==> src/design/dpab_consts.svh <==
`ifndef DPAB_CONSTS_SVH
`define DPAB_CONSTS_SVH

// Parameter numbers
`define DPAB_PAR_STATUS     8'h01
`define DPAB_PAR_SPEED      8'h02
`define DPAB_PAR_POSITION   8'h03
`define DPAB_PAR_TORQUE     8'h04
`define DPAB_PAR_PEAK       8'h05
`define DPAB_PAR_ULOGIC     8'h06
`define DPAB_PAR_UMOTOR     8'h07
`define DPAB_PAR_TEMP       8'h08
`define DPAB_PAR_SWITCH     8'h09
`define DPAB_PAR_DATE       8'h0a
`define DPAB_PAR_SERIAL     8'h0b

// Payload lengths in bytes
`define DPAB_WR_LEN16       3'h3
`define DPAB_WR_LEN32       3'h5
`define DPAB_RD_LEN16       3'h2
`define DPAB_RD_LEN32       3'h4

// Status flag layout
`define DPAB_STAT_RSVD_MASK 16'hfff3
`define DPAB_STAT_RUNNING   6

// Reset values
`define DPAB_POS_RESET      32'h0000_0000
`define DPAB_PEAK_RESET     16'h0000

`endif

==> src/design/dpab_pkg.sv <==
package dpab_pkg;

    // Request handling states
    typedef enum logic [3:0] {
        DPAB_IDLE  = 4'b0001,
        DPAB_WRCOL = 4'b0010,
        DPAB_RDOUT = 4'b0100,
        DPAB_ERR   = 4'b1000
    } dpab_state_t;

    // Outcome codes of a request
    typedef enum logic [1:0] {
        DPAB_OK       = 2'h0,
        DPAB_IGNORED  = 2'h1,
        DPAB_REJECTED = 2'h2,
        DPAB_BADPAR   = 2'h3
    } dpab_result_t;

endpackage

==> src/design/dpab_peak.sv <==
`timescale 1ns/100ps
`include "dpab_consts.svh"

// Peak torque tracker over the steady part of a run
module dpab_peak (
    input  wire logic        i_clock,
    input  wire logic        i_rst,
    input  wire logic        i_run_start,
    input  wire logic        i_steady,
    input  wire logic [15:0] i_torque,
    output logic      [15:0] o_peak
);
    typedef struct packed {
        logic [15:0] peak;
    } dpab_peak_st_t;

    dpab_peak_st_t s_q;
    dpab_peak_st_t s_d;

    // Start-up and braking phases excluded through i_steady
    always_comb begin
        s_d = s_q;
        if (i_run_start) begin
            s_d.peak = `DPAB_PEAK_RESET;
        end else if (i_steady && i_torque > s_q.peak) begin
            s_d.peak = i_torque;
        end
    end

    always_ff @(posedge i_clock) begin
        if (i_rst) begin
            s_q.peak <= `DPAB_PEAK_RESET;
        end else begin
            s_q <= s_d;
        end
    end

    assign o_peak = s_q.peak;

    property p_peak_mono;
        @(posedge i_clock) disable iff (i_rst)
        (!$past(i_rst) && !$past(i_run_start) && !i_run_start) |-> (o_peak >= $past(o_peak));
    endproperty
    a_peak_mono: assert property (p_peak_mono) else $error("peak fell mid run");
endmodule

==> src/design/dpab_sync.sv <==
`timescale 1ns/100ps

// Two-stage synchroniser for pin levels
module dpab_sync #(
    parameter int WIDTH = 8
) (
    input  wire logic             i_clock,
    input  wire logic             i_rst,
    input  wire logic [WIDTH-1:0] i_async,
    output logic      [WIDTH-1:0] o_sync
);
    typedef struct packed {
        logic [WIDTH-1:0] meta;
        logic [WIDTH-1:0] sync;
    } dpab_sync_st_t;

    dpab_sync_st_t s_q;
    dpab_sync_st_t s_d;

    // First stage only feeds the second
    always_comb begin
        s_d      = s_q;
        s_d.meta = i_async;
        s_d.sync = s_q.meta;
    end

    always_ff @(posedge i_clock) begin
        if (i_rst) begin
            s_q <= '0;
        end else begin
            s_q <= s_d;
        end
    end

    assign o_sync = s_q.sync;
endmodule

==> src/design/dpab_bank.sv <==
`timescale 1ns/100ps
`include "dpab_consts.svh"

module dpab_bank (
    input  wire logic                 i_clock,
    input  wire logic                 i_rst,
    // Request strobe, number and direction
    input  wire logic                 i_req_valid,
    input  wire logic                 i_req_write,
    input  wire logic [7:0]           i_req_param,
    // Write payload bytes, control byte first
    input  wire logic                 i_wr_valid,
    input  wire logic [7:0]           i_wr_byte,
    input  wire logic                 i_wr_last,
    // Read response bytes, most significant first
    output logic                      o_rd_valid,
    output logic      [7:0]           o_rd_byte,
    output logic                      o_rd_last,
    // Request completion
    output logic                      o_done,
    output dpab_pkg::dpab_result_t    o_result,
    output logic                      o_busy,
    // Drive state from the motion logic
    input  wire logic [15:0]          i_status,
    input  wire logic [15:0]          i_speed,
    input  wire logic [31:0]          i_position,
    input  wire logic [15:0]          i_torque,
    input  wire logic                 i_run_start,
    input  wire logic                 i_run_steady,
    input  wire logic [15:0]          i_u_logic,
    input  wire logic [15:0]          i_u_motor,
    input  wire logic [15:0]          i_temperature,
    input  wire logic [15:0]          i_switch_pins,
    input  wire logic [15:0]          i_year_week,
    input  wire logic [15:0]          i_serial,
    // Position re-reference command to the motion logic
    output logic                      o_ref_load,
    output logic      [31:0]          o_ref_value
);
    import dpab_pkg::*;

    typedef struct packed {
        dpab_state_t  state;
        logic         wr;
        logic [7:0]   param;
        logic [2:0]   cnt;
        logic [2:0]   len;
        logic [7:0]   ctrl;
        logic [31:0]  shift;
        logic         rd_valid;
        logic [7:0]   rd_byte;
        logic         rd_last;
        logic         done;
        dpab_result_t result;
        logic         ref_load;
        logic [31:0]  ref_value;
    } dpab_bank_st_t;

    dpab_bank_st_t s_q;
    dpab_bank_st_t s_d;
    logic [15:0]   switch_sync;
    logic [15:0]   peak;
    logic          known;
    logic          wide;
    logic          writable;
    logic [31:0]   rd_word;
    logic [2:0]    wr_len;
    logic [7:0]    sel_param;

    // Switches are a pin, synchronised before use
    dpab_sync #(
        .WIDTH (16)
    ) dpab_sync_inst (
        .i_clock (i_clock),
        .i_rst   (i_rst),
        .i_async (i_switch_pins),
        .o_sync  (switch_sync)
    );

    dpab_peak dpab_peak_inst (
        .i_clock     (i_clock),
        .i_rst       (i_rst),
        .i_run_start (i_run_start),
        .i_steady    (i_run_steady),
        .i_torque    (i_torque),
        .o_peak      (peak)
    );

    // Parameter decode and read mux; the number is only valid on the request edge
    always_comb begin
        sel_param = (s_q.state == DPAB_IDLE) ? i_req_param : s_q.param; // Held copy once busy
        known    = 1'b1;
        wide     = 1'b0;
        writable = 1'b0;
        rd_word  = 32'h0000_0000;
        unique case (sel_param)
            `DPAB_PAR_STATUS:   rd_word = {16'h0000, i_status & `DPAB_STAT_RSVD_MASK};
            `DPAB_PAR_SPEED:    rd_word = {16'h0000, i_speed};
            `DPAB_PAR_POSITION: begin
                wide     = 1'b1;
                writable = 1'b1;
                rd_word  = i_position;
            end
            `DPAB_PAR_TORQUE:   rd_word = {16'h0000, i_torque};
            `DPAB_PAR_PEAK:     rd_word = {16'h0000, peak};
            `DPAB_PAR_ULOGIC:   rd_word = {16'h0000, i_u_logic};
            `DPAB_PAR_UMOTOR:   rd_word = {16'h0000, i_u_motor};
            `DPAB_PAR_TEMP:     rd_word = {16'h0000, i_temperature};
            `DPAB_PAR_SWITCH:   rd_word = {16'h0000, switch_sync};
            `DPAB_PAR_DATE:     rd_word = {16'h0000, i_year_week};
            `DPAB_PAR_SERIAL:   rd_word = {16'h0000, i_serial};
            default:            known   = 1'b0;
        endcase
        wr_len = wide ? `DPAB_WR_LEN32 : `DPAB_WR_LEN16;
    end

    // Request sequencer
    always_comb begin
        s_d          = s_q;
        s_d.rd_valid = 1'b0;
        s_d.rd_last  = 1'b0;
        s_d.done     = 1'b0;
        s_d.ref_load = 1'b0;
        unique case (s_q.state)
            DPAB_IDLE: begin
                if (i_req_valid) begin
                    s_d.param = i_req_param;
                    s_d.wr    = i_req_write;
                    s_d.cnt   = 3'h0;
                    s_d.shift = rd_word;
                    if (!known) begin
                        // Unknown number: writes are still drained
                        s_d.result = DPAB_BADPAR;
                        s_d.state  = i_req_write ? DPAB_ERR : DPAB_IDLE;
                        s_d.done   = !i_req_write;
                    end else if (i_req_write) begin
                        s_d.len   = wr_len;
                        s_d.state = DPAB_WRCOL;
                    end else begin
                        s_d.len   = wide ? `DPAB_RD_LEN32 : `DPAB_RD_LEN16;
                        s_d.state = DPAB_RDOUT;
                        if (!wide) begin
                            s_d.shift = {rd_word[15:0], 16'h0000};
                        end
                    end
                end
            end
            DPAB_RDOUT: begin
                // One byte per cycle, high byte first
                s_d.rd_valid = 1'b1;
                s_d.rd_byte  = s_q.shift[31:24];
                s_d.shift    = {s_q.shift[23:0], 8'h00};
                s_d.cnt      = s_q.cnt + 3'h1;
                if (s_q.cnt + 3'h1 == s_q.len) begin
                    s_d.rd_last = 1'b1;
                    s_d.done    = 1'b1;
                    s_d.result  = DPAB_OK;
                    s_d.state   = DPAB_IDLE;
                end
            end
            DPAB_WRCOL: begin
                if (i_wr_valid) begin
                    // First byte is the control byte
                    if (s_q.cnt == 3'h0) begin
                        s_d.ctrl = i_wr_byte;
                    end else begin
                        s_d.shift = {s_q.shift[23:0], i_wr_byte};
                    end
                    s_d.cnt = s_q.cnt + 3'h1;
                    if (i_wr_last || s_q.cnt + 3'h1 == s_q.len) begin
                        s_d.done  = 1'b1;
                        s_d.state = DPAB_IDLE;
                        if (s_q.cnt + 3'h1 != s_q.len || !i_wr_last) begin
                            s_d.result = DPAB_REJECTED;
                        end else if (s_q.ctrl == 8'h00) begin
                            // Stored value stays valid on a zero byte
                            s_d.result = DPAB_IGNORED;
                        end else if (!writable) begin
                            s_d.result = DPAB_REJECTED;
                        end else if (i_status[`DPAB_STAT_RUNNING]) begin
                            s_d.result = DPAB_REJECTED;
                        end else begin
                            s_d.result    = DPAB_OK;
                            s_d.ref_load  = 1'b1;
                            s_d.ref_value = {s_q.shift[23:0], i_wr_byte};
                        end
                    end
                end
            end
            DPAB_ERR: begin
                // Swallow payload of a write to an unknown number
                if (i_wr_valid && i_wr_last) begin
                    s_d.done  = 1'b1;
                    s_d.state = DPAB_IDLE;
                end
            end
            default: s_d.state = DPAB_IDLE;
        endcase
    end

    always_ff @(posedge i_clock) begin
        if (i_rst) begin
            s_q           <= '0;
            s_q.state     <= DPAB_IDLE;
            s_q.result    <= DPAB_OK;
            s_q.ref_value <= `DPAB_POS_RESET;
        end else begin
            s_q <= s_d;
        end
    end

    assign o_rd_valid  = s_q.rd_valid;
    assign o_rd_byte   = s_q.rd_byte;
    assign o_rd_last   = s_q.rd_last;
    assign o_done      = s_q.done;
    assign o_result    = s_q.result;
    assign o_busy      = (s_q.state != DPAB_IDLE);
    assign o_ref_load  = s_q.ref_load;
    assign o_ref_value = s_q.ref_value;

    property p_zero_ctrl_no_load;
        @(posedge i_clock) disable iff (i_rst)
        (s_q.state == DPAB_WRCOL && i_wr_valid && s_q.ctrl == 8'h00 && s_q.cnt != 3'h0) |=> !o_ref_load;
    endproperty
    a_zero_ctrl_no_load: assert property (p_zero_ctrl_no_load) else $error("zero control byte applied");

    property p_load_stationary;
        @(posedge i_clock) disable iff (i_rst)
        o_ref_load |-> !$past(i_status[`DPAB_STAT_RUNNING]);
    endproperty
    a_load_stationary: assert property (p_load_stationary) else $error("re-reference while running");

    property p_load_position_only;
        @(posedge i_clock) disable iff (i_rst)
        o_ref_load |-> (s_q.param == `DPAB_PAR_POSITION && o_result == DPAB_OK && o_done);
    endproperty
    a_load_position_only: assert property (p_load_position_only) else $error("load on read-only parameter");

    property p_rd_len16;
        @(posedge i_clock) disable iff (i_rst)
        (s_q.state == DPAB_IDLE && i_req_valid && !i_req_write && known && !wide)
            |=> o_busy ##1 o_rd_valid ##1 (o_rd_valid && o_rd_last);
    endproperty
    a_rd_len16: assert property (p_rd_len16) else $error("16-bit read not 2 bytes");

    property p_rd_len32;
        @(posedge i_clock) disable iff (i_rst)
        (s_q.state == DPAB_IDLE && i_req_valid && !i_req_write && wide)
            |=> ##1 (o_rd_valid && !o_rd_last) [*3] ##1 o_rd_last;
    endproperty
    a_rd_len32: assert property (p_rd_len32) else $error("32-bit read not 4 bytes");

    property p_status_rsvd;
        @(posedge i_clock) disable iff (i_rst)
        (s_q.state == DPAB_IDLE && i_req_valid && !i_req_write && i_req_param == `DPAB_PAR_STATUS)
            |=> ##1 o_rd_valid ##1 (o_rd_last && o_rd_byte[3:2] == 2'b00);
    endproperty
    a_status_rsvd: assert property (p_status_rsvd) else $error("reserved status bits set");

    property p_wr_len;
        @(posedge i_clock) disable iff (i_rst)
        (o_done && o_result == DPAB_OK && $past(s_q.state) == DPAB_WRCOL) |-> ($past(s_q.cnt) + 3'h1 == $past(s_q.len));
    endproperty
    a_wr_len: assert property (p_wr_len) else $error("write length wrong");

    property p_rd_done;
        @(posedge i_clock) disable iff (i_rst)
        o_rd_last |-> (o_done && o_rd_valid);
    endproperty
    a_rd_done: assert property (p_rd_done) else $error("read end without done");

    property p_unknown_read;
        @(posedge i_clock) disable iff (i_rst)
        (s_q.state == DPAB_IDLE && i_req_valid && !i_req_write && !known)
            |=> (o_done && o_result == DPAB_BADPAR && !o_rd_valid);
    endproperty
    a_unknown_read: assert property (p_unknown_read) else $error("unknown number not refused");

    property p_zero_ctrl_result;
        @(posedge i_clock) disable iff (i_rst)
        (s_q.state == DPAB_WRCOL && i_wr_valid && i_wr_last && s_q.cnt + 3'h1 == s_q.len && s_q.ctrl == 8'h00)
            |=> (o_done && o_result == DPAB_IGNORED);
    endproperty
    a_zero_ctrl_result: assert property (p_zero_ctrl_result) else $error("zero control byte not ignored");

    property p_ro_write_rejected;
        @(posedge i_clock) disable iff (i_rst)
        (s_q.state == DPAB_WRCOL && i_wr_valid && i_wr_last && s_q.cnt + 3'h1 == s_q.len
            && s_q.ctrl != 8'h00 && !writable)
            |=> (o_done && o_result == DPAB_REJECTED && !o_ref_load);
    endproperty
    a_ro_write_rejected: assert property (p_ro_write_rejected) else $error("read-only write not refused");
endmodule

==> config.mk <==
export PLATFORM = sky130hd
export DESIGN_NAME = dpab_bank
export DESIGN_NICKNAME = d
export VERILOG_FILES = /design/src/design/dpab_pkg.sv /design/src/design/dpab_peak.sv /design/src/design/dpab_sync.sv /design/src/design/dpab_bank.sv
export VERILOG_INCLUDE_DIRS = /design/src /design/src/design
export SDC_FILE = /design/constraint.sdc
export NUM_CORES = 1
export LEC_CHECK = 0
export BUFFER_PORTS_ARGS = -buffer_cell sky130_fd_sc_hd__buf_2
export CAP_MARGIN = 15
export CORE_MARGIN = 3
export CORE_UTILIZATION = 42
export DETAILED_ROUTE_END_ITERATION = 8
export GPL_ROUTABILITY_DRIVEN = 0
export GPL_TIMING_DRIVEN = 1
export HOLD_SLACK_MARGIN = 0.15
export MAX_ROUTING_LAYER = met4
export PLACE_DENSITY = 0.66
export SYNTH_ARGS = -nofsm -noshare
export SYNTH_HDL_FRONTEND = slang
export SYNTH_HIERARCHICAL = 1
export SYNTH_SLANG_ARGS = --single-unit
==> constraint.sdc <==
create_clock -name i_clock -period 4.4 [get_ports i_clock]
set_clock_uncertainty 0.1 [all_clocks]
set_input_delay 0.22 -clock i_clock [delete_from_list [all_inputs] [get_ports i_clock]]
set_output_delay 0.22 -clock i_clock [all_outputs]
set_load 0.005 [all_outputs]
After elaboration in Yosys (flattened, before gate mapping)
Index checks and enable logic that the tools add are counted.
{"block": "op_classes", "n_addsub": 1, "n_eq_ne": 25, "bitwise_logic": 8, "reduce_logical": 21, "mux": 43, "n_lt_le_gt_ge": 1}
{"operator": "$pmux W32 S11", "n": 1}
{"operator": "$mux W32", "n": 6}
{"operator": "$mux W33", "n": 4}
{"operator": "$pmux W32 S3", "n": 1}
{"operator": "$mux W36", "n": 2}
{"operator": "$eq A8 B3 Y1 const B", "n": 4}
{"operator": "$eq A8 B4 Y1 const B", "n": 4}
{"operator": "$mux W4", "n": 7}
{"operator": "$mux W3", "n": 8}
{"operator": "$mux W19", "n": 1}
{"operator": "$eq A8 B2 Y1 const B", "n": 2}
{"operator": "$gt A16 B16 Y1", "n": 1}
{"operator": "$pmux W4 S4", "n": 1}
{"operator": "$ne A2 B2 Y1 const B", "n": 7}
{"operator": "$reduce_or A11 Y1", "n": 1}
{"operator": "$mux W10", "n": 1}
{"operator": "$pmux W3 S3", "n": 1}
{"operator": "$reduce_and A3 Y1", "n": 3}
{"operator": "$eq A8 B1 Y1 const B", "n": 1}
{"operator": "$logic_not A8 Y1", "n": 1}
{"operator": "$mux W2", "n": 4}
{"operator": "$mux W8", "n": 1}
{"operator": "$not A1 Y1", "n": 8}
{"operator": "$reduce_and A7 Y1", "n": 1}
{"operator": "22 further kinds", "n": 28}
{"block": "word_totals", "out_inout_bits": 47, "in_bits": 200, "wordCells": 116, "reg_bits": 153}

Depth between registers and ports, before layout
Gate-level depths: netlist (run 1).
{"block": "logic_depth", "ltp_word": 10, "ltp_mapped": 12, "mapped_depth_nobuf": 9}

By module
Netlist (run 1), hierarchy kept.
{"module": "dpab_bank", "seq_area_each_um2": 2082.0, "cells_per_inst": 887, "instances": 1, "area_each_um2": 6786.5}
{"module": "dpab_peak", "seq_area_each_um2": 320.3, "cells_per_inst": 126, "instances": 1, "area_each_um2": 1069.8}
{"module": "dpab_sync", "seq_area_each_um2": 640.6, "cells_per_inst": 67, "instances": 1, "area_each_um2": 863.3}

Least setup slack after synthesis (run 1)
OpenSTA, ideal clock, no wires.
{"block": "synth_timing", "path_kind": "register to register", "start": "reg s_q[104] (netlist bit)", "end": "reg s_q[75] (netlist bit)", "path_stages_with_launch": 10, "n_path_buf": 2, "arrival_time_ns": 2.586, "path_slack_ns": 1.597, "t_required_ns": 4.183, "period_less_slack_ns": 2.803, "setup_ns": 0.117, "path_cell_list": "dfxtp_1 buf_2 nor4b_4 buf_6 mux2i_1 mux4_2 a222oi_1 nand2_1 a211o_1 a32o_1"}
{"block": "synth_between", "elab_chain_cells": 9, "word_cells_on_any_way": 29, "cone_classes": "17 x eq/ne; 9 x mux; 3 x reduce/logical"}
{"item": "start: declaration", "line": "dpab_bank.sv:59", "text": "dpab_bank_st_t s_q;"}
{"item": "$eq A4 B1 Y1", "line": "dpab_bank.sv:91, dpab_bank.sv:124"}
{"item": "$mux W8", "line": "dpab_bank.sv:91", "text": "sel_param = (s_q.state == DPAB_IDLE) ? i_req_param : s_q.param;"}
{"item": "$eq A8 B4 Y1 (tied with other cells)", "line": "dpab_bank.sv:96", "text": "unique case (sel_param)"}
{"item": "$pmux W32 S11 or $mux W1 (tied branches)", "line": "dpab_bank.sv:96"}
{"item": "$mux W32", "line": "dpab_bank.sv:142", "text": "if (!wide) begin"}
{"item": "$mux W32", "line": "dpab_bank.sv:136", "text": "end else if (i_req_write) begin"}
{"item": "$mux W32", "line": "dpab_bank.sv:131", "text": "if (!known) begin"}
{"item": "$mux W32", "line": "dpab_bank.sv:126", "text": "if (i_req_valid) begin"}
{"item": "$pmux W32 S3", "line": "dpab_bank.sv:124", "text": "unique case (s_q.state)"}
Several ways; a longest one is shown, not always the timed one. The select of a mux whose other input is x is not followed.
A chain may end at the register's enable or synchronous reset.

Worst setup path in the final report (run 1)
{"block": "layout_timing", "start": "reg s_q[101] (netlist bit)", "end": "reg s_q[74] (netlist bit)"}
Same word-level chain as after synthesis.

==> results.rst, run 1 <==
.. list-table::
   :header-rows: 1

   * - Metric
     - Value
   * - Status
     - finished clean
   * - Filler cell count in the final layout
     - 1908
   * - Core Region
     - 20300 um^2
   * - Max-slew headroom at the worst pin
     - 0.2443
   * - Async set or reset register ratio after synthesis
     - 0
   * - TritonCTS clock tree
     - done
   * - Most common cell after layout, fill and taps aside
     - buf_2
   * - Clock net sink count
     - approximately 150
   * - Layout cells sized above 1
     - 0.2585
   * - Max-slew violation total from the final report
     - 0
   * - Mapped Area
     - 8720 um^2
   * - Routed via count
     - a little over 9000
   * - Fmax
     - 0.2646 GHz
   * - Launch point of the critical path
     - s_q[101]$_SDFFE_PP1P_
   * - Endpoint arrival time on the critical path
     - between 3 and 4 ns
   * - Detailed Routing Iterations Pass 1
     - 6
   * - Unrepaired setup endpoints after global routing
     - false
   * - Number of register bits inferred by synthesis
     - 152
   * - Clock Tree Root
     - clkbuf_16
   * - Largest stage delay on the critical path
     - between 0.8 and 0.9 ns
   * - Hold path startpoint
     - i_wr_valid
   * - Cell with the most instances on the worst path
     - buf_4
   * - Vias in the first global route
     - around 8700
   * - Congestion Overflow GR
     - 0
   * - Cell-by-cell trace of the critical path
     - nor4b_4 > buf_4 > mux2i_4 > mux2i_1 > o21ai_0 > a2111oi_0 > buf_4 > o21a_1 > nor2_1
   * - Syn nets
     - 1298
   * - Area added between synthesis and finish
     - 27.35%
   * - Clock latency at the later pin of the worst-skew pair
     - approximately 0.43 ns
   * - Number of input and output port buffers inserted
     - between 200 and 250
   * - Die Width
     - approximately 150 um
   * - Register-to-register path setup slack
     - approximately 0.62 ns
   * - Clock share of power
     - 0.434
   * - Net switching share of the total power
     - 0.2832
   * - Launch instance of the worst register-to-register path
     - s_q[101]$_SDFFE_PP1P_
   * - Max cap viols
     - 0
   * - Ys Warns
     - 6
   * - Final period demand of the worst path
     - 3.779 ns
   * - Pwr Density
     - ~350 nW/um^2
   * - Highest ir drop seen on vdd
     - about 0.00032 V
   * - Kind of capture point of the worst setup path
     - flop
   * - Sequential-to-total area share from yosys stat
     - 0.3490
   * - Total die area
     - between 20000 and 25000 um^2
   * - Number of I/O pins
     - 247
   * - NetSw
     - roughly 1.1 mW
   * - Total clock buffers created by CTS
     - 17
   * - Resized Gates After CTS
     - 0
   * - Proportion of power drawn by flip-flops and latches
     - 0.384
   * - Worst Setup Start Kind
     - flop
   * - Pin count of the biggest net entering global routing
     - 70
   * - Worst slew pin tran
     - around 1.1 ns
   * - Critical-path top delay cell
     - a2111oi_0
   * - Crit Path Category
     - flop to flop
   * - Critical Path RT
     - around 4.6 ns
   * - Leakage dissipation
     - ~4.5 nW
   * - Maximum fanout along the worst path
     - 16
   * - Total wire length after detailed routing
     - 32.53 mm
   * - Remaining antenna violation count
     - 0
   * - Final hold violations
     - 0
   * - Die height
     - 150.1 um
   * - All-Layer GR Usage
     - 0.2949
   * - Final period utilization
     - 0.8589
   * - Half-perimeter wire length after placement
     - approximately 23 mm
   * - Type of the tightest min-delay check
     - input port to flop
   * - Routed wire length per instance
     - between 20 and 25 um
   * - Per-cell via count in the routed design
     - 5.709
   * - Power Internal
     - about 2.8 mW
   * - H-tree depth reported by CTS
     - 4
   * - Initial cell density of the core
     - 0.4295
   * - Number of antenna violations at the first check in global routing
     - 1
   * - WHS Path Cells
     - 4
   * - Number of remaining DRC errors
     - 0
   * - Wire length of the first global-routing pass
     - 49.59 mm
   * - Rows
     - between 50 and 60
   * - Clock transition at the registers of the reported paths
     - approximately 0.07 ns
   * - Endpoint of the worst hold-timing path
     - o_result[0]$_SDFFE_PP0P_
   * - Number of buffers and inverters on the critical path
     - 2
   * - Synth cell types
     - between 80 and 90
   * - Logic pwr share
     - 0.182
   * - Mean area per synthesized cell
     - just over 8 um^2
   * - Top cell family by delay on the critical path
     - compound AO/OA/AOI/OAI gates
   * - Initial drt markers
     - approximately 930
   * - Dominant synthesized flop cell
     - dfxtp_1
   * - Total setup violations reported at the end of the flow
     - 0
   * - Destination of the worst register-to-register timing path
     - s_q[74]$_SDFFE_PP0P_
   * - Overall Power
     - a little under 4 mW
   * - Final total negative setup slack
     - 0 ns
   * - Cell depth of the worst flop-to-flop path
     - 9
   * - Buffers from clock root to sink, at most
     - 2
   * - Nets
     - around 1500
   * - Number of enable-type register cells in the synthesized netlist
     - 0
   * - Most frequent cells in the layout
     - 243 x buf_2, 210 x nand2_1, 152 x dfxtp_1, 121 x a21oi_1, 64 x dlygate4sd3_1
   * - Cells after Synth
     - between 1000 and 1500
==> logic make-up after synthesis <==
logic type	share of synthesized area
xor gates and xnor gates	0.006601
buffers and inverters	0.09499
DFF	0.3490
muxes	0.06730
adders and majority gates	0.02583
AOI/OAI and AO/OA	0.2312
and+or+nand+nor	0.2251
==> worst reg2reg max path, delay by kind of cell (launching register included) <==
family	cells	cell delay, ns
AOI/OAI and AO/OA	3	1.06
buffers and inverters	2	0.62
DFF	1	0.53
muxes	2	0.89
and+or+nand+nor	2	0.44
==> power groups by stage <==
stage / sequential (mW) / combinational (mW) / clock, mW
global route: 1.49 / 0.758 / 1.74
CTS: 1.48 / 0.690 / 1.69
floorplan: 1.49 / 0.412 / 0
global placement: 1.51 / 0.636 / 0
detailed placement: 1.51 / 0.642 / 0
finish: 1.49 / 0.705 / 1.68
==> repair_timing <==
action	in CTS	in global routing
buffers inserted	0	0
endpoints found under the hold margin	80	4
hold buffers	63	1
==> worst max-delay path by stage <==
stage                                 to  slack, ns  cells past startpoint
floorplan           s_q[75]$_SDFFE_PP0P_       1.60                      9
global placement    s_q[74]$_SDFFE_PP0P_       0.73                      9
detailed placement  s_q[74]$_SDFFE_PP0P_       0.71                      9
CTS                 s_q[74]$_SDFFE_PP0P_       0.67                      9
global route        s_q[74]$_SDFFE_PP0P_       0.45                      9
finish              s_q[74]$_SDFFE_PP0P_       0.62                      9
==> synthesized netlist by cell type, drive strengths merged, types with 4 or more instances <==
master    n  area (um^2)
nand2   210        788.3
dfxtp   152         3043
a21oi   121        605.6
buf      77        561.8
o21ai    52        260.3
nor2     47        178.9
clkbuf   44        166.4
mux2i    44        440.4
nor2b    34        212.7
nand3    30        150.1
inv      26        100.1
o211ai   26        195.2
nor3     19        133.9
ha       18        225.2
a22oi    16        120.1
nor4     13        117.6
o22ai    12        75.07
nand2b   10        62.56
o221ai   10        87.58
a211oi    8        60.06
or2       7        43.79
a221oi    6        52.55
nor4b     6        103.9
a222oi    5        50.05
mux2      5        56.30
nand4     5        37.53
or4       5        41.29
a21o      4        30.03
a22o      4        35.03
a31oi     4        40.04
a32oi     4        35.03
and2      4        27.53
mux4      4        90.09
o211a     4        40.04
==> registers in the layout, summed over array words and instances (netlist names), 2 cells and up <==
register	count
s_q	58
o_ref_value	32
dpab_peak_inst/o_peak	16
dpab_sync_inst/o_sync	16
dpab_sync_inst/s_d	16
o_rd_byte	8
o_result	2
==> layout make-up <==
class                   count  area [um^2]  area share
well taps                 270        337.8     0.03042
multi-input cells         781         4886      0.4400
repair buffers            332         2064      0.1859
flip-flops and latches    152         3043      0.2740
inverters                  26        100.1    0.009014
clock inverters            12        209.0     0.01882
diodes                      3        7.507   0.0006761
clock buffers              20        456.7     0.04113
==> per-stage QoR <==
stage	hold WS [ns]	worst slack [ns]	std cells	area, um^2	util
2_1_floorplan	0.1916	1.597	1080	8720	-
3_3_place_gp	0.3195	0.7308	1496	9776	0.4816
3_5_place_dp	0.3220	0.7115	1496	9776	0.4816
4_1_cts	0.1510	0.6689	1591	11070	0.5454
5_1_grt	0.1947	0.4515	1594	11100	0.5468
6_report	0.1659	0.6207	1596	11100	0.5470
==> metal layers <==
| layer | wire length, um | vias to the layer above | track usage |
|---|---|---|---|
| met5 | 0 | - | - |
| met4 | 1292 | 0 | 0.1199 |
| met3 | 2659 | 86 | 0.04724 |
| met2 | 14910 | 509 | 0.4553 |
| met1 | 13670 | 4251 | 0.3864 |
| li1 | - | 4266 | - |
No activity file was read; power rests on OpenSTA's default activity.
==> run 2, diff against run 1 <==
--- a/config.mk
+++ b/config.mk
@@ -8,6 +8,7 @@
 export LEC_CHECK = 0
 export BUFFER_PORTS_ARGS = -buffer_cell sky130_fd_sc_hd__buf_2
 export CAP_MARGIN = 15
+export CORE_ASPECT_RATIO = 1.75
 export CORE_MARGIN = 3
 export CORE_UTILIZATION = 42
 export DETAILED_ROUTE_END_ITERATION = 8
==> run 2 against run 1 <==
Clock power fell by 9.5%. Final cell count fell by 1.5%. Die area rose by 0.31%. Critical path depth did not move. Non-clock buffer count rose by 1. Via count rose by 0.29%. Sequential cell count did not move.
==> results.rst, run 2 (synthesis gave the netlist of run 1 again) <==
.. list-table::
   :header-rows: 1

   * - Metric
     - Value
   * - Status
     - finished clean (unchanged)
   * - Power Internal
     - 2.592 mW (was 2.776 mW)
   * - Fmax
     - 0.2668 GHz (was 0.2646 GHz)
   * - Layout cells sized above 1
     - 0.2576 (was 0.2585)
   * - Vias in the first global route
     - 8763 (was 8736)
   * - Total setup violations reported at the end of the flow
     - 0 (unchanged)
   * - Rows
     - 69 (was 52)
   * - Final period demand of the worst path
     - 3.748 ns (was 3.779 ns)
   * - Most frequent cells in the layout
     - 243 x buf_2, 210 x nand2_1, 152 x dfxtp_1, 121 x a21oi_1, 67 x dlygate4sd3_1 (was 243 x buf_2, 210 x nand2_1, 152 x dfxtp_1, 121 x a21oi_1, 64 x dlygate4sd3_1)
   * - Worst slew pin tran
     - 1.123 ns (was 1.124 ns)
   * - Total clock buffers created by CTS
     - 17 (unchanged)
   * - Critical Path RT
     - 4.62 ns (was 4.58 ns)
   * - Largest stage delay on the critical path
     - 0.66 ns (was 0.83 ns)
   * - Wire length of the first global-routing pass
     - 47.67 mm (was 49.59 mm)
   * - Clock net sink count
     - 152 (unchanged)
   * - Number of antenna violations at the first check in global routing
     - 0 (was 1)
   * - Launch instance of the worst register-to-register path
     - s_q[101]$_SDFFE_PP1P_ (unchanged)
   * - Endpoint arrival time on the critical path
     - 3.97 ns (was 3.96 ns)
   * - Remaining antenna violation count
     - 0 (unchanged)
   * - Dpl ws
     - 0.9612 ns (was 0.7115 ns)
   * - Total die area
     - 22590 um^2 (was 22530 um^2)
   * - All-Layer GR Usage
     - 0.2810 (was 0.2949)
   * - Hold path startpoint
     - i_position[15] (was i_wr_valid)
   * - Final WS setup
     - 0.6516 ns (was 0.6207 ns)
   * - Initial cell density of the core
     - 0.4280 (was 0.4295)
   * - Register-to-register path setup slack
     - 0.65 ns (was 0.62 ns)
   * - NetSw
     - 1.102 mW (was 1.097 mW)
   * - Max-slew headroom at the worst pin
     - 0.2451 (was 0.2443)
   * - Area added between synthesis and finish
     - 26.27% (was 27.35%)
   * - Clock share of power
     - 0.411 (was 0.434)
   * - Per-cell via count in the routed design
     - 5.813 (was 5.709)
   * - Maximum fanout along the worst path
     - 24 (was 16)
   * - Core Region
     - 20370 um^2 (was 20300 um^2)
   * - Most common cell after layout, fill and taps aside
     - buf_2 (unchanged)
   * - Proportion of power drawn by flip-flops and latches
     - 0.402 (was 0.384)
   * - Half-perimeter wire length after placement
     - 23.39 mm (was 23.48 mm)
   * - Kind of capture point of the worst setup path
     - flop (unchanged)
   * - Max cap viols
     - 0 (unchanged)
   * - Net switching share of the total power
     - 0.2983 (was 0.2832)
   * - Nets
     - 1529 (was 1528)
   * - Cell-by-cell trace of the critical path
     - nor4b_4 > buf_4 > mux2i_2 > buf_4 > mux2i_1 > o21ai_0 > a221oi_1 > dlygate4sd3_1 > a21oi_1 (was nor4b_4 > buf_4 > mux2i_4 > mux2i_1 > o21ai_0 > a2111oi_0 > buf_4 > o21a_1 > nor2_1)
   * - Clock latency at the later pin of the worst-skew pair
     - 0.44 ns (was 0.43 ns)
   * - Final total negative setup slack
     - 0 ns (unchanged)
   * - Buffers from clock root to sink, at most
     - 2 (unchanged)
   * - Destination of the worst register-to-register timing path
     - s_q[55]$_SDFFE_PP0P_ (was s_q[74]$_SDFFE_PP0P_)
   * - Final period utilization
     - 0.8519 (was 0.8589)
   * - Clock Tree Root
     - clkbuf_16 (unchanged)
   * - Type of the tightest min-delay check
     - input port to flop (unchanged)
   * - Routed wire length per instance
     - 20.03 um (was 20.38 um)
   * - Max-slew violation total from the final report
     - 0 (unchanged)
   * - Pwr Density
     - 335.5 nW/um^2 (was 348.8 nW/um^2)
   * - Endpoint of the worst hold-timing path
     - s_q[61]$_SDFFE_PP0P_ (was o_result[0]$_SDFFE_PP0P_)
   * - Number of remaining DRC errors
     - 0 (unchanged)
   * - Initial drt markers
     - 635 (was 929)
   * - Antenna diodes
     - 0 (was 3)
   * - Number of I/O pins
     - 247 (unchanged)
   * - Total wire length after detailed routing
     - 31.49 mm (was 32.53 mm)
   * - Crit Path Category
     - flop to flop (unchanged)
   * - Die Width
     - 114.9 um (was 150.1 um)
   * - Number of input and output port buffers inserted
     - 244 (unchanged)
   * - TritonCTS clock tree
     - done (unchanged)
   * - Filler cell count in the final layout
     - 1958 (was 1908)
   * - WHS Path Cells
     - 5 (was 4)
   * - Pin count of the biggest net entering global routing
     - 73 (was 70)
   * - Highest ir drop seen on vdd
     - 0.0002589 V (was 0.0003228 V)
   * - Detailed Routing Iterations Pass 1
     - 7 (was 6)
   * - Cell with the most instances on the worst path
     - buf_4 (unchanged)
   * - Resized Gates After CTS
     - 0 (unchanged)
   * - Leakage dissipation
     - 4.476 nW (was 4.515 nW)
   * - Worst Setup Start Kind
     - flop (unchanged)
   * - Logic pwr share
     - 0.187 (was 0.182)
   * - Die height
     - 196.6 um (was 150.1 um)
   * - Unrepaired setup endpoints after global routing
     - false (unchanged)
   * - Routed via count
     - 9138 (was 9112)
   * - H-tree depth reported by CTS
     - 4 (unchanged)
   * - Critical-path top delay cell
     - dlygate4sd3_1 (was a2111oi_0)
   * - Final hold violations
     - 0 (unchanged)
   * - Clock transition at the registers of the reported paths
     - 0.07 ns (about the same)
   * - Congestion Overflow GR
     - 0 (unchanged)
   * - Largest register FFs
     - 58 (unchanged)
   * - Register with the most flip-flops
     - s_q (unchanged)
   * - Share of the core filled with cells in the final layout
     - 0.5404 (was 0.5470)
   * - Cell depth of the worst flop-to-flop path
     - 9 (unchanged)
-- run 2: cell types whose count changed in the layout (fill, tap and decap cells not counted), sizes merged --
cell and delta:
buf -2, bufinv -3, clkbuf -2, clkinv +2
clkinvlp +2, diode -3, dlygate4sd3 +3, inv +1
-- run 2: worst max-delay path, delay by kind of cell (launching register included) --
| family | cells | cell delay (ns) |
|---|---|---|
| simple gates | 1 | 0.34 |
| mux | 2 | 0.53 |
| flops | 1 | 0.52 |
| buf+inv | 3 | 1.38 |
| compound gates | 3 | 0.74 |
-- run 2: power groups by stage --
| stage | Combinational [mW] | Sequential, mW | Clock [mW] |
|---|---|---|---|
| floorplan | 0.412 | 1.49 | 0 |
| global placement | 0.627 | 1.52 | 0 |
| detailed placement | 0.631 | 1.52 | 0 |
| CTS | 0.681 | 1.49 | 1.54 |
| global route | 0.747 | 1.49 | 1.59 |
| finish | 0.690 | 1.49 | 1.52 |
-- run 2: routing by layer --
layer | GRT usage | up-vias | wire length (um)
li1 | - | 4286 | -
met1 | 0.3146 | 4219 | 11610
met2 | 0.4659 | 520 | 15760
met3 | 0.04455 | 113 | 2150
met4 | 0.1654 | 0 | 1974
met5 | - | - | 0
-- run 2: layout make-up --
type,instances,area [um^2],area share
multi-input combinational,781,4886,0.4437
clock inverter,14,165.2,0.01500
inverter,26,100.1,0.009091
timing repair buffer,333,2067,0.1877
sequential,152,3043,0.2764
clock buffer,18,439.2,0.03989
tap,248,310.3,0.02818
-- run 2: stage by stage --
step	cell area [um^2]	hold slack (ns)	power, mW	cells
after floorplan	8720	0.1916	1.901	1080
after global placement	9721	0.3184	2.143	1472
after detailed placement	9721	0.3220	2.147	1472
after CTS	10990	0.1609	3.704	1570
after global routing	11010	0.1821	3.824	1572
final	11010	0.1785	3.694	1572
-- run 2: what timing repair did --
action / 4_1_cts / 5_1_grt
buffers inserted: 0 / 0
hold buffers: 66 / 1
hold endpoints to repair: 79 / 7
-- run 2: how the worst max path moves through the flow --
stage                     startpoint                    to  depth (start not counted)
5_1_grt        s_q[101]$_SDFFE_PP1P_  s_q[55]$_SDFFE_PP0P_                          9
4_1_cts        s_q[101]$_SDFFE_PP1P_  s_q[55]$_SDFFE_PP0P_                          9
3_5_place_dp   s_q[101]$_SDFFE_PP1P_  s_q[75]$_SDFFE_PP0P_                          9
3_3_place_gp   s_q[101]$_SDFFE_PP1P_  s_q[74]$_SDFFE_PP0P_                         10
6_report       s_q[101]$_SDFFE_PP1P_  s_q[55]$_SDFFE_PP0P_                          9
2_1_floorplan  s_q[104]$_SDFFE_PP0P_  s_q[75]$_SDFFE_PP0P_                          9
==> run 3, diff against run 2 <==
--- a/config.mk
+++ b/config.mk
@@ -6,11 +6,13 @@
 export SDC_FILE = /design/constraint.sdc
 export NUM_CORES = 1
 export LEC_CHECK = 0
+export ABC_AREA = 1
 export BUFFER_PORTS_ARGS = -buffer_cell sky130_fd_sc_hd__buf_2
 export CAP_MARGIN = 15
 export CORE_ASPECT_RATIO = 1.75
 export CORE_MARGIN = 3
 export CORE_UTILIZATION = 42
+export CTS_CLUSTER_SIZE = 25
 export DETAILED_ROUTE_END_ITERATION = 8
 export GPL_ROUTABILITY_DRIVEN = 0
 export GPL_TIMING_DRIVEN = 1
==> run 3 against run 2 <==
Clock power shrank 3%. Total power grew 23%. Setup slack gained 0.16 ns. Synthesized cell count grew 26%. Die area shrank 0.42%. Synthesized area shrank 0.43%. Critical endpoint is now o_ref_value[17]$_SDFFE_PP0P_. Largest power group is now registers.
==> results.rst, run 3 <==
.. list-table::
   :header-rows: 1

   * - Metric
     - Value
   * - Largest stage delay on the critical path
     - 0.71 ns (was 0.66 ns)
   * - Max-slew violation total from the final report
     - 0 (unchanged)
   * - Clock share of power
     - 0.324 (was 0.411)
   * - Largest register FFs
     - 58 (unchanged)
   * - Leading cell type by number of instances after synthesis
     - nand2_1 (unchanged)
   * - Total wire length after detailed routing
     - 29.57 mm (was 31.49 mm)
   * - Cell types with the largest area share after synthesis
     - dfxtp_1 35%, nand2_1 12%, nor2_1 11%, nand3_1 9.2%, a21oi_1 6.6% (was dfxtp_1 35%, nand2_1 9.0%, a21oi_1 6.9%, mux2i_1 5.1%, buf_4 4.7%)
   * - Leakage dissipation
     - 5.456 nW (was 4.476 nW)
   * - Layout cells sized above 1
     - 0.1989 (was 0.2576)
   * - Half-perimeter wire length after placement
     - 22.65 mm (was 23.39 mm)
   * - Dominant synthesized flop cell
     - dfxtp_1 (unchanged)
   * - Clock latency at the later pin of the worst-skew pair
     - 0.43 ns (was 0.44 ns)
   * - Met1 capacity usage during global routing
     - 0.2914 (was 0.3146)
   * - Cell-by-cell trace of the critical path
     - inv_2 > nor2_4 > nand3_1 > nand2_1 > nand2_1 > nor2_1 > nand2_1 > nor2_1 > nand2_1 > buf_4 > clkinv_1 > buf_4 > nor2_1 > nor2_1 (was nor4b_4 > buf_4 > mux2i_2 > buf_4 > mux2i_1 > o21ai_0 > a221oi_1 > dlygate4sd3_1 > a21oi_1)
   * - Total setup violations reported at the end of the flow
     - 0 (unchanged)
   * - Cells after Synth
     - 1357 (was 1080)
   * - NetSw
     - 1.730 mW (was 1.102 mW)
   * - Rows
     - 69 (unchanged)
   * - Initial drt markers
     - 662 (was 635)
   * - Synth cell types
     - 39 (was 83)
   * - Remaining antenna violation count
     - 0 (unchanged)
   * - Logic pwr share
     - 0.322 (was 0.187)
   * - Kind of capture point of the worst setup path
     - flop (unchanged)
   * - Per-cell via count in the routed design
     - 5.065 (was 5.813)
   * - Worst Setup Start Kind
     - flop (unchanged)
   * - Vias in the first global route
     - 8808 (was 8763)
   * - Area added between synthesis and finish
     - 25.10% (was 26.27%)
   * - Proportion of power drawn by flip-flops and latches
     - 0.354 (was 0.402)
   * - Number of enable-type register cells in the synthesized netlist
     - 0 (unchanged)
   * - Final period demand of the worst path
     - 3.590 ns (was 3.748 ns)
   * - Max-slew headroom at the worst pin
     - 0.3557 (was 0.2451)
   * - Async set or reset register ratio after synthesis
     - 0 (unchanged)
   * - Fmax
     - 0.2785 GHz (was 0.2668 GHz)
   * - Number of hold buffers added after cts
     - 67 (was 66)
   * - Die height
     - 196.2 um (was 196.6 um)
   * - Ys Warns
     - 6 (unchanged)
   * - Total clock buffers created by CTS
     - 17 (unchanged)
   * - Unrepaired setup endpoints after global routing
     - false (unchanged)
   * - Routed wire length per instance
     - 16.00 um (was 20.03 um)
   * - Clock Tree Root
     - clkbuf_16 (unchanged)
   * - Met3 usage
     - 0.03611 (was 0.04455)
   * - Clock transition at the registers of the reported paths
     - 0.07 ns (about the same)
   * - Power Internal
     - 2.820 mW (was 2.592 mW)
   * - Core Region
     - 20290 um^2 (was 20370 um^2)
   * - Top cell family by delay on the critical path
     - simple AND/OR/NAND/NOR gates (was buffers and inverters)
   * - Clock net sink count
     - 152 (unchanged)
   * - All-Layer GR Usage
     - 0.2655 (was 0.2810)
   * - Detailed Routing Iterations Pass 1
     - 7 (unchanged)
   * - Number of remaining DRC errors
     - 0 (unchanged)
   * - Register with the most flip-flops
     - s_q (unchanged)
   * - Number of buffers and inverters on the critical path
     - 4 (was 3)
   * - Most frequent cells in the layout
     - 286 x nand2_1, 255 x nor2_1, 244 x buf_2, 159 x nand3_1, 152 x dfxtp_1 (was 243 x buf_2, 210 x nand2_1, 152 x dfxtp_1, 121 x a21oi_1, 67 x dlygate4sd3_1)
   * - Critical Path RT
     - 4.66 ns (was 4.62 ns)
   * - Met2 demand-to-capacity share in global routing
     - 0.4671 (was 0.4659)
   * - Resized Gates After CTS
     - 0 (unchanged)
   * - TritonCTS clock tree
     - done (unchanged)
   * - Total die area
     - 22500 um^2 (was 22590 um^2)
   * - Endpoint arrival time on the critical path
     - 3.85 ns (was 3.97 ns)
   * - Most common cell after layout, fill and taps aside
     - nand2_1 (was buf_2)
   * - Wire length of the first global-routing pass
     - 45.40 mm (was 47.67 mm)
   * - H-tree depth reported by CTS
     - 4 (unchanged)
   * - Critical-path top delay cell
     - nor2_1 (was dlygate4sd3_1)
   * - Mapped Area
     - 8682 um^2 (was 8720 um^2)
   * - Leading area contributor after synthesis
     - dfxtp_1 (unchanged)
   * - Sequential-to-total area share from yosys stat
     - 0.3505 (was 0.3490)
   * - Pin count of the biggest net entering global routing
     - 74 (was 73)
   * - Final total negative setup slack
     - 0 ns (unchanged)
   * - Hold path startpoint
     - i_position[23] (was i_position[15])
   * - Max cap viols
     - 0 (unchanged)
   * - Number of antenna violations at the first check in global routing
     - 1 (was 0)
   * - Routed via count
     - 9361 (was 9138)
   * - Type of the tightest min-delay check
     - input port to flop (unchanged)
   * - Launch point of the critical path
     - s_q[101]$_SDFFE_PP1P_ (unchanged)
   * - Area taken by flip-flops and latches
     - 3043 um^2 (unchanged)
   * - Nets
     - 1805 (was 1529)
   * - Initial cell density of the core
     - 0.4279 (was 0.4280)
   * - Net switching share of the total power
     - 0.3802 (was 0.2983)
   * - Buffers from clock root to sink, at most
     - 2 (unchanged)
   * - Total area of multi-input combinational cells
     - 4461 um^2 (was 4886 um^2)
   * - Number of register bits inferred by synthesis
     - 152 (unchanged)
   * - Share of the synthesized area in the top cell type
     - 0.3505 (was 0.3490)
   * - Filler cell count in the final layout
     - 2075 (was 1958)
   * - Die Width
     - 114.7 um (was 114.9 um)
   * - Worst slew pin tran
     - 0.9630 ns (was 1.123 ns)
   * - Final hold violations
     - 0 (unchanged)
   * - Syn nets
     - 1575 (was 1298)
   * - Crit Path Category
     - flop to flop (unchanged)
   * - Number of input and output port buffers inserted
     - 244 (unchanged)
   * - Final period utilization
     - 0.8159 (was 0.8519)
   * - Mean area per synthesized cell
     - 6.398 um^2 (was 8.074 um^2)
   * - Most instantiated cells after synthesis
     - 286 x nand2_1, 255 x nor2_1, 159 x nand3_1, 152 x dfxtp_1, 123 x inv_1 (was 210 x nand2_1, 152 x dfxtp_1, 121 x a21oi_1, 55 x buf_4, 46 x nor2_1)
   * - Highest ir drop seen on vdd
     - 0.0002763 V (was 0.0002589 V)
   * - Congestion Overflow GR
     - 0 (unchanged)
   * - Number of I/O pins
     - 247 (unchanged)
   * - Overall Power
     - 4.550 mW (was 3.694 mW)
   * - Status
     - finished clean (unchanged)
   * - Pwr Density
     - 418.9 nW/um^2 (was 335.5 nW/um^2)
   * - Routing layer with the top usage in global route
     - met2 (unchanged)
   * - Launch instance of the worst register-to-register path
     - s_q[101]$_SDFFE_PP1P_ (unchanged)
   * - Post-CTS setup buffer count
     - 0 (unchanged)
   * - Maximum fanout along the worst path
     - 30 (was 24)
run 3: cell count changes after synthesis, sizes merged, moves of 16 or more:
cell,delta
nor2b,-34
o21ai,+26
a22oi,-16
mux2i,-44
nand2,+85
nand3,+131
o211ai,-25
clkbuf,-20
nor2,+222
inv,+102
run 3: power groups by stage:
stage	Sequential, mW	Clock [mW]	Combinational (mW)
5_1_grt	1.62	1.56	1.62
6_report	1.61	1.47	1.46
4_1_cts	1.61	1.50	1.45
3_3_place_gp	1.63	0	1.38
3_5_place_dp	1.64	0	1.40
2_1_floorplan	1.61	0	1.03
run 3: cell families after synthesis:
group,synth area share
AO/OA/AOI/OAI,0.1190
XOR/XNOR,0.003027
adder cells (fa/ha/maj),0.02594
buffers and inverters,0.1358
flip-flops,0.3505
AND/OR/NAND/NOR,0.3658
run 3: path summary, 6_finish.rpt:
| check | end | slack (ns) | cells past startpoint |
|---|---|---|---|
| max reg2reg | o_ref_value[17]$_SDFFE_PP0P_ | 0.81 | 14 |
| min | s_q[69]$_SDFFE_PP0P_ | 0.16 | 5 |
| min reg2reg | dpab_sync_inst/o_sync[14]$_SDFF_PP0_ | 0.30 | 2 |
| max | o_ref_value[17]$_SDFFE_PP0P_ | 0.81 | 14 |
run 3: through the flow:
step / worst slack, ns / cell area (um^2) / utilization / std cells / hold slack (ns)
2_1_floorplan: 2.089 / 8682 / - / 1357 / 0.1912
3_3_place_gp: 0.9879 / 9600 / 0.4732 / 1749 / 0.2903
3_5_place_dp: 0.8305 / 9600 / 0.4732 / 1749 / 0.2938
4_1_cts: 0.8210 / 10860 / 0.5352 / 1847 / 0.1505
5_1_grt: 0.5311 / 10860 / 0.5354 / 1848 / 0.1677
6_report: 0.8100 / 10860 / 0.5354 / 1848 / 0.1619
run 3: per-layer routing:
metal	share of wire	wire, um
met1	0.38	11100
met2	0.51	15140
met3	0.068	2017
met4	0.044	1315
met5	0	0
run 3: final cells by class:
type                    instances  share of cell area
inverters                     130             0.04516
diodes                          1           0.0002304
clock inverters                11             0.01117
well taps                     248             0.02857
repair buffers                321              0.1811
multi-input cells             965              0.4107
clock buffers                  20             0.04297
flip-flops and latches        152              0.2802
run 3: worst min-delay path, stage by stage:
cell and delay, ns:
buf_2 0.09, a21oi_1 0.06, nand2_1 0.08, nand2_1 0.05, a21oi_1 0.14
